--- config.mk ---
export PLATFORM = sky130hd
export DESIGN_NAME = phy_packet_error_counters
export DESIGN_NICKNAME = d
export VERILOG_FILES = /design/src/hw/phy_cnt_pkg.sv /design/src/hw/phy_packet_error_counters.sv
export VERILOG_INCLUDE_DIRS = /design/src /design/src/hw
export SDC_FILE = /design/constraint.sdc
export NUM_CORES = 1
export LEC_CHECK = 0
export BUFFER_PORTS_ARGS = -buffer_cell sky130_fd_sc_hd__buf_2
export CELL_PAD_IN_SITES_DETAIL_PLACEMENT = 2
export CELL_PAD_IN_SITES_GLOBAL_PLACEMENT = 2
export CORE_MARGIN = 2
export CORE_UTILIZATION = 37
export CTS_CLUSTER_DIAMETER = 120
export DETAILED_ROUTE_END_ITERATION = 6
export PLACE_DENSITY = 0.85
export SLEW_MARGIN = 40
export SYNTH_ARGS = -nofsm -noshare
export SYNTH_HDL_FRONTEND = slang
export SYNTH_SLANG_ARGS = --single-unit
--- constraint.sdc ---
create_clock -name clk_sys -period 6.95 [get_ports clk_sys]
set_clock_uncertainty 0.1 [all_clocks]
set_input_delay 0.3475 -clock clk_sys [delete_from_list [all_inputs] [get_ports clk_sys]]
set_output_delay 0.3475 -clock clk_sys [all_outputs]
set_load 0.05 [all_outputs]
--- src/hw/phy_cnt_params.svh ---
// Purpose: offsets, reset values and bus codes of the packet and error counters
// Assumes: 32-bit AXI4-Lite data, one word per register
// Notes:   register index times four is the byte address
`ifndef PHY_CNT_PARAMS_SVH
`define PHY_CNT_PARAMS_SVH

// bus address width and register index width
`define AXI_ADDR_W        8
`define REG_IDX_W         6

// register indices (byte address = index * 4)
`define IDX_IDLE_RX_ERR   6'h09
`define IDX_TX_PKT_HIGH   6'h0A
`define IDX_TX_PKT_MID    6'h0B
`define IDX_TX_PKT_LOW    6'h0C
`define IDX_COUNT_CTRL    6'h10

// counter widths and reset values
`define IDLE_CNT_W        16
`define TX_CNT_W          48
`define IDLE_CNT_RESET    16'h0000
`define TX_CNT_RESET      48'h0000_0000_0000

// control register: bit 0 idle counting enable, bit 1 tx counting enable
`define CTRL_IDLE_EN_BIT  0
`define CTRL_TX_EN_BIT    1
`define CTRL_RESET        2'h3

// response codes
`define RESP_OKAY         2'h0
`define RESP_SLVERR       2'h2
`define RESP_DECERR       2'h3

`endif

--- src/hw/phy_cnt_pkg.sv ---
// Purpose: bus carrier and state types of the packet and error counters
// Assumes: constants come from phy_cnt_params.svh
// Notes:   the state struct is the whole register set of the block
`include "phy_cnt_params.svh"

package phy_cnt_pkg;

	// master to slave signals of the register bus
	typedef struct packed {
		logic                   awvalid;
		logic [`AXI_ADDR_W-1:0] awaddr;
		logic                   wvalid;
		logic [31:0]            wdata;
		logic [3:0]             wstrb;
		logic                   bready;
		logic                   arvalid;
		logic [`AXI_ADDR_W-1:0] araddr;
		logic                   rready;
	} axi_req_type;

	// slave to master signals of the register bus
	typedef struct packed {
		logic        awready;
		logic        wready;
		logic        bvalid;
		logic [1:0]  bresp;
		logic        arready;
		logic        rvalid;
		logic [31:0] rdata;
		logic [1:0]  rresp;
	} axi_rsp_type;

	// every flip-flop of the block
	typedef struct packed {
		logic [1:0]                rx_sync1;
		logic [1:0]                rx_sync2;
		logic                      err_prev;
		logic [`IDLE_CNT_W-1:0]    idle_cnt;
		logic [`TX_CNT_W-1:0]      tx_cnt;
		logic [31:0]               tx_snap;
		logic [1:0]                ctrl;
		logic                      aw_held;
		logic [`REG_IDX_W-1:0]     aw_idx;
		logic                      w_held;
		logic [1:0]                w_ctl;
		logic                      w_strb0;
		logic                      bvalid;
		logic [1:0]                bresp;
		logic                      rvalid;
		logic [31:0]               rdata;
		logic [1:0]                rresp;
	} cnt_state_type;

endpackage : phy_cnt_pkg

--- src/hw/phy_packet_error_counters.sv ---
// Purpose: idle receive error counter and 48-bit transmitted packet counter
// Assumes: rx control pin levels come from outside this clock; tx event is local
// Notes:   registers are read over AXI4-Lite; writes only reach the control word
//
// Implementation choices: the AXI4-Lite slave port and the register offsets.
`timescale 1ns/1ps
`include "phy_cnt_params.svh"

module phy_packet_error_counters (
	// clock and reset
	input  logic                     clk_sys,
	input  logic                     reset,
	// receive control line, level sampled at each rgmii clock edge
	input  logic                     rx_control_rise,
	input  logic                     rx_control_fall,
	// one-cycle pulse per transmitted packet, same clock
	input  logic                     tx_packet_done,
	// register bus
	input  phy_cnt_pkg::axi_req_type axi_req,
	output phy_cnt_pkg::axi_rsp_type axi_rsp
);
	import phy_cnt_pkg::*;

	cnt_state_type           s_r;
	cnt_state_type           s_nxt;
	logic                    rx_valid;
	logic                    rx_error;
	logic                    idle_hit;
	logic                    tx_hit;
	logic                    rd_take;
	logic [`REG_IDX_W-1:0]   rd_idx;
	logic                    idle_clear;
	logic                    high_clear;
	logic                    low_read;
	logic                    mid_read;
	logic                    aw_take;
	logic                    w_take;
	logic                    wr_do;

	// word index of a byte address; low two bits ignored
	function automatic logic [`REG_IDX_W-1:0] reg_index(input logic [`AXI_ADDR_W-1:0] a);
		reg_index = a[`AXI_ADDR_W-1:2];
	endfunction : reg_index

	// rgmii control decode: rise edge carries valid, rise xor fall carries error
	assign rx_valid = s_r.rx_sync2[1];
	assign rx_error = s_r.rx_sync2[1] ^ s_r.rx_sync2[0];

	// counting events, gated by the control word
	assign idle_hit = s_r.ctrl[`CTRL_IDLE_EN_BIT] && rx_error && !s_r.err_prev
		&& !rx_valid;
	assign tx_hit   = s_r.ctrl[`CTRL_TX_EN_BIT] && tx_packet_done;

	// read channel decode; one read in flight, so arready waits for rvalid to drop
	assign rd_take    = axi_req.arvalid && !s_r.rvalid;
	assign rd_idx     = reg_index(axi_req.araddr);
	assign idle_clear = rd_take && (rd_idx == `IDX_IDLE_RX_ERR);
	assign high_clear = rd_take && (rd_idx == `IDX_TX_PKT_HIGH);
	assign mid_read   = rd_take && (rd_idx == `IDX_TX_PKT_MID);
	assign low_read   = rd_take && (rd_idx == `IDX_TX_PKT_LOW);

	// write channels are taken independently, acted on once both are held
	assign aw_take = axi_req.awvalid && !s_r.aw_held && !s_r.bvalid;
	assign w_take  = axi_req.wvalid && !s_r.w_held && !s_r.bvalid;
	assign wr_do   = s_r.aw_held && s_r.w_held && !s_r.bvalid;

	// next state
	always_comb begin
		s_nxt = s_r;

		// two flops on the pin levels before the decode sees them
		s_nxt.rx_sync1 = {rx_control_rise, rx_control_fall};
		s_nxt.rx_sync2 = s_r.rx_sync1;
		s_nxt.err_prev = rx_error;

		// an event in the clearing cycle survives as a count of one
		s_nxt.idle_cnt = (idle_clear ? `IDLE_CNT_RESET : s_r.idle_cnt)
			+ `IDLE_CNT_W'(idle_hit);
		s_nxt.tx_cnt   = (high_clear ? `TX_CNT_RESET : s_r.tx_cnt)
			+ `TX_CNT_W'(tx_hit);

		// low read freezes the upper two words for the following reads;
		// a high read with no low read before it returns a stale snapshot,
		// while the live counter keeps counting as software walks the words
		if (low_read) begin
			s_nxt.tx_snap = s_r.tx_cnt[47:16];
		end

		// read data, captured at the address handshake
		if (rd_take) begin
			s_nxt.rvalid = 1'b1;
			s_nxt.rresp  = `RESP_OKAY;
			unique case (rd_idx)
				`IDX_IDLE_RX_ERR: s_nxt.rdata = {16'h0000, s_r.idle_cnt};
				`IDX_TX_PKT_HIGH: s_nxt.rdata = {16'h0000, s_r.tx_snap[31:16]};
				`IDX_TX_PKT_MID:  s_nxt.rdata = {16'h0000, s_r.tx_snap[15:0]};
				`IDX_TX_PKT_LOW:  s_nxt.rdata = {16'h0000, s_r.tx_cnt[15:0]};
				`IDX_COUNT_CTRL:  s_nxt.rdata = {30'h0000_0000, s_r.ctrl};
				default: begin
					s_nxt.rdata = 32'h0000_0000;
					s_nxt.rresp = `RESP_DECERR;
				end
			endcase
		end else if (s_r.rvalid && axi_req.rready) begin
			s_nxt.rvalid = 1'b0;
		end

		// write address and data holding
		if (aw_take) begin
			s_nxt.aw_held = 1'b1;
			s_nxt.aw_idx  = reg_index(axi_req.awaddr);
		end
		if (w_take) begin
			s_nxt.w_held  = 1'b1;
			s_nxt.w_ctl   = axi_req.wdata[1:0];
			s_nxt.w_strb0 = axi_req.wstrb[0];
		end

		// counters are read-only; a write to them is refused with slverr
		if (wr_do) begin
			s_nxt.aw_held = 1'b0;
			s_nxt.w_held  = 1'b0;
			s_nxt.bvalid  = 1'b1;
			unique case (s_r.aw_idx)
				`IDX_COUNT_CTRL: begin
					s_nxt.bresp = `RESP_OKAY;
					if (s_r.w_strb0) begin
						s_nxt.ctrl = s_r.w_ctl;
					end
				end
				`IDX_IDLE_RX_ERR,
				`IDX_TX_PKT_HIGH,
				`IDX_TX_PKT_MID,
				`IDX_TX_PKT_LOW:  s_nxt.bresp = `RESP_SLVERR;
				default:          s_nxt.bresp = `RESP_DECERR;
			endcase
		end else if (s_r.bvalid && axi_req.bready) begin
			s_nxt.bvalid = 1'b0;
		end
	end

	// state register, synchronous reset
	always_ff @(posedge clk_sys) begin
		if (reset) begin
			s_r          <= '0;
			s_r.idle_cnt <= `IDLE_CNT_RESET;
			s_r.tx_cnt   <= `TX_CNT_RESET;
			s_r.ctrl     <= `CTRL_RESET;
		end else begin
			s_r <= s_nxt;
		end
	end

	// bus outputs; readies are combinational from state only
	always_comb begin
		axi_rsp.awready = !s_r.aw_held && !s_r.bvalid;
		axi_rsp.wready  = !s_r.w_held && !s_r.bvalid;
		axi_rsp.bvalid  = s_r.bvalid;
		axi_rsp.bresp   = s_r.bresp;
		axi_rsp.arready = !s_r.rvalid;
		axi_rsp.rvalid  = s_r.rvalid;
		axi_rsp.rdata   = s_r.rdata;
		axi_rsp.rresp   = s_r.rresp;
	end
endmodule : phy_packet_error_counters

* Yosys cells after proc, flatten, opt, wreduce, memory -nomap -nowiden *
Cells that the tools add are included.
Widths: inputs -> output; s select.

storage, ports and cells
  output and inout bits = 41
  bits of input ports = 62
  flip-flop bits (word level) = 152

cells by class
  $add $sub $neg = 2
  equality and inequality tests = 10
  bitwise logic cells = 1
  multiplexer cells = 9
  reduce and logical (&&, ||, !) cells = 30

operators by type and width
  cell                number
  $pmux 16 s5         1
  $add 48x1->48       1
  $eq 6x4->1 const B  8
  $mux 48             1
  $logic_and 1x1->1   18
  $add 16x1->16       1
  $mux 16             1
  $eq 6x5->1 const B  2
  $logic_not 1->1     6
  $reduce_or 5->1     1
  $mux 1              4
  $pmux 2 s2          1
  $reduce_bool 2->1   2
  $reduce_or 4->1     1
  $reduce_and 3->1    1
  $mux 2              1
  $reduce_or 2->1     1
  $xor 1x1->1         1

* Longest topological paths before layout *
  depth after elaboration = 5
  gate-level depth with buffers = 13
  mapped depth without buffers = 10

* Least setup slack after synthesis *
OpenSTA, ideal clock, no wires.

  kind = input to register
  start = input port axi_req[3] (netlist name)
  end = register s_r[130] (netlist name)
  stages = 12
  arrival = 3.050 ns
  setup time = 0.121 ns
  slack = 3.679 ns
  path through = buf_2 > nor4bb_1 > nand2_1 > clkbuf_1 > clkbuf_1 > and2_1 > ha_1 > and4_1 > nand2_1 > or4_1 > nor3_1 > mux2_2

between the ends
  word-level cells in the longest chain between the ends = 4

ends and longest elaborated chain
  item                    line                              text
  start: declaration      phy_packet_error_counters.sv:19   input phy_cnt_pkg::axi_req_type axi_req,
  $eq 6x4->1              -
  $logic_and 1x1->1       phy_packet_error_counters.sv:58   assign high_clear = rd_take && (rd_idx == `IDX_TX_PKT_HIGH);
  $mux 48                 phy_packet_error_counters.sv:79   s_nxt.tx_cnt = (high_clear ? `TX_CNT_RESET : s_r.tx_cnt)
  $add 48x1->48           phy_packet_error_counters.sv:79
  end signal: assignment  phy_packet_error_counters.sv:150  s_r <= s_nxt;
  end: declaration        phy_packet_error_counters.sv:24   cnt_state_type s_r;

No other way between the ends.
A chain may end at the register's enable or synchronous reset.

* Worst setup path in the final report *
  start = input port axi_req[3] (netlist name)
  end = register s_r[125] (netlist name)

Same word-level chain as after synthesis.

==> results.sh <==
export IMPL_synth_edff_count=0
export IMPL_synth_top_cell_by_area="dfxtp_1"
export IMPL_slew_viol_final=0
export IMPL_synth_compound_area_share=0.106
export IMPL_p_seq_frac=0.438
export IMPL_postCtsHoldBufs=0
export IMPL_cp_max_fo=31
export IMPL_cts_max_level=4
export IMPL_period_share=0.473
export IMPL_dp_worst_setup_slack_ps=3270
export IMPL_drive_gt1_frac=0.131
export IMPL_placementRows=48
export IMPL_synth_adder_area_share=0.00759
export IMPL_pin_count=103
export IMPL_postCtsSetupRepairBufs=0
export IMPL_timing_final_ws_setup_ps=3660
export IMPL_final_cells=1018
export IMPL_gr_max_usage_layer="met2"
export IMPL_max_vdd_ir_drop_uv=181
export IMPL_p_comb_frac=0.064
export IMPL_drt_pass1_iter_count=5
export IMPL_dieArea_um2=18900
export IMPL_use_met3=0.0456
export IMPL_setup_viol=0
export IMPL_seq_area_frac_synth=0.410
export IMPL_tightestPinTransition_ps=801
export IMPL_die_w_um=137
export IMPL_yosys_top_cells_count="dfxtp_1, nor2_1, nand2_1"
export IMPL_hpwl_um=15000
export IMPL_synthTopCellsByArea="dfxtp_1, mux2i_1, nor2_1"
export IMPL_p_sw_mw=0.459
export IMPL_grt_pass1_wl_um=34100
export IMPL_initial_core_util=0.380
export IMPL_fmax_mhz=304
export IMPL_power_density_nw_per_um2=245
export IMPL_post_cts_resized=0
export IMPL_wl_per_cell_um=21.1
export IMPL_rsz0062_at_grt="false"
export IMPL_yosysMostFrequentCell="dfxtp_1"
export IMPL_viasPerCell=5.69
export IMPL_r2r_setup_slack_ps=3670
export IMPL_cp_required_ps=7160
export IMPL_status="finished, final reports clean"
export IMPL_worstSetupPathType="in2reg"
export IMPL_ys_warn_count=0
export IMPL_power_switching_share=0.253
export IMPL_routed_wl_um=21400
export IMPL_async_flop_share=0
export IMPL_fin_area_um2=7400
export IMPL_hold_path_class="in2reg"
export IMPL_ant_nets=0
export IMPL_yosysUniqueCellTypes=58
export IMPL_r2r_cells=9
export IMPL_p_total_mw=1.81
export IMPL_synth_area_per_cell_um2=8.55
export IMPL_cts_tree="yes"
export IMPL_synth_mux_area_frac=0.0888
export IMPL_core_um2=17400
export IMPL_clk_latency_ps=420
export IMPL_clockBufferDepth=2
export IMPL_synthToLayoutAreaGrowth_pct=12.2
export IMPL_use_met1=0.285
export IMPL_regToRegEndpoint="s_r[125]"
export IMPL_setup_tns_final_ps=0
export IMPL_grt_max_degree=82
export IMPL_drtIter0Drc=289
export IMPL_diodes=0
export IMPL_critical_path_arrival_ps=3500
export IMPL_intPower_mw=1.35
export IMPL_numPortBuffers=49
export IMPL_dp_cells=986
export IMPL_root_buffer="clkbuf_16"
export IMPL_setup_worst_path_start="axi_req[3]"
export IMPL_power_leakage_nw=2.87
export IMPL_grt_pass1_vias=6196
export IMPL_clock_power_share=0.498
export IMPL_max_cap_violations=0
export IMPL_placed_cell_area_um2=6790
export IMPL_synthesis_area_um2=6590
export IMPL_drcViolationCount=0
export IMPL_die_h_um=137
export IMPL_reg2reg_from="axi_rsp[34]"
export IMPL_slew_headroom=0.466
export IMPL_finalHoldViolations=0
export IMPL_synth_top_area_frac=0.410
export IMPL_routabilityCongestion=0.853
export IMPL_nets=846
export IMPL_cp_endpoint="s_r[125]"
export IMPL_ys_flop_type="dfxtp_1"
export IMPL_vias=5790
export IMPL_cp_end_kind="flop"
export IMPL_track_usage=0.238
export IMPL_min_period_ps=3290
export IMPL_netlist_instances=771
export IMPL_synth_xor_area_frac=0.0558
export IMPL_synth_top_family_by_area="simple AND/OR/NAND/NOR gates"
export IMPL_use_met2=0.425
export IMPL_antenna_found_initial=0
export IMPL_clk_pin_slew_ps=60
export IMPL_start_kind="input port"
export IMPL_clkSinkCount=135
export IMPL_synth_seq_cells=135
export IMPL_tritoncts_num_buffers=17
export IMPL_grt_overflow_total=0
export IMPL_synthSimpleGateAreaFrac=0.256
==> placed cells by master, fill, tap and decap left out, types with 9 or more instances in the layout <==
master / instances
and3_1: 11
buf_2: 48
and2_1: 11
xor2_1: 17
and4_1: 9
mux2i_1: 54
nand3_1: 30
a21oi_1: 38
o21ai_0: 20
dfxtp_1: 135
nor2_1: 117
nor2b_1: 10
clkbuf_16: 17
nand2_1: 58
a22o_1: 14
nor4_1: 16
inv_1: 11
xnor2_1: 25
nand4_1: 19
conb_1: 16
nor3_1: 17
==> power by group through the flow <==
stage | Combinational, mW | Clock [mW] | Sequential [mW]
after global placement | 0.110 | 0 | 0.809
after floorplan | 0.0975 | 0 | 0.807
after global routing | 0.125 | 0.961 | 0.795
after detailed placement | 0.116 | 0 | 0.811
final | 0.116 | 0.904 | 0.793
after CTS | 0.116 | 0.919 | 0.794
==> cell type report <==
cell class | count | area, µm²
clock buffer | 18 | 439
inverter | 11 | 41.3
clock inverter | 14 | 151
sequential | 135 | 2700
tap | 225 | 282
fill | 1922 | 9960
timing repair buffer | 55 | 297
multi-input combinational | 560 | 3490
==> worst min-delay path by stage <==
stage	cells after the start	endpoint	start
after detailed placement	1	s_r[148]	s_nxt[148]
after floorplan	1	rx_valid	s_nxt[149]
after CTS	2	s_nxt[149]	rx_control_rise
final	2	s_nxt[149]	rx_control_rise
after global placement	1	s_r[148]	s_nxt[148]
after global routing	2	s_nxt[149]	rx_control_rise
==> stage by stage <==
stage	util	hold WS (ps)
detailed placement	0.391	347
global route	0.426	30.9
floorplan	-	314
finish	0.426	43.9
CTS	0.425	25.9
global placement	0.391	332
==> sequential cells by signal (all words and copies together), names as in the netlist <==
register	flops
axi_rsp	21
s_r	111
s_nxt	2
rx_valid	1
==> kinds of logic after synthesis <==
logic type,count (synthesis)
and+or+nand+nor,334
AOI/OAI and AO/OA,106
adders and majority gates,4
xor gates and xnor gates,42
buffers and inverters,91
DFF,135
other,1
muxes,58
==> metal layers <==
metal	vias up	share of wire
met5	-	0
met4	0	0.021
met3	41	0.034
met2	131	0.52
met1	2953	0.43
li1	2665	-
==> worst max-delay path: stages <==
cell and delay [ps]:
buf_2 530, nor4bb_1 170, nand2_1 120, buf_4 340
and2_1 190, ha_1 230, nand4_1 520, nor3_4 520
nand4_1 190, mux2_2 310
Power figures use the tool's default switching activity.
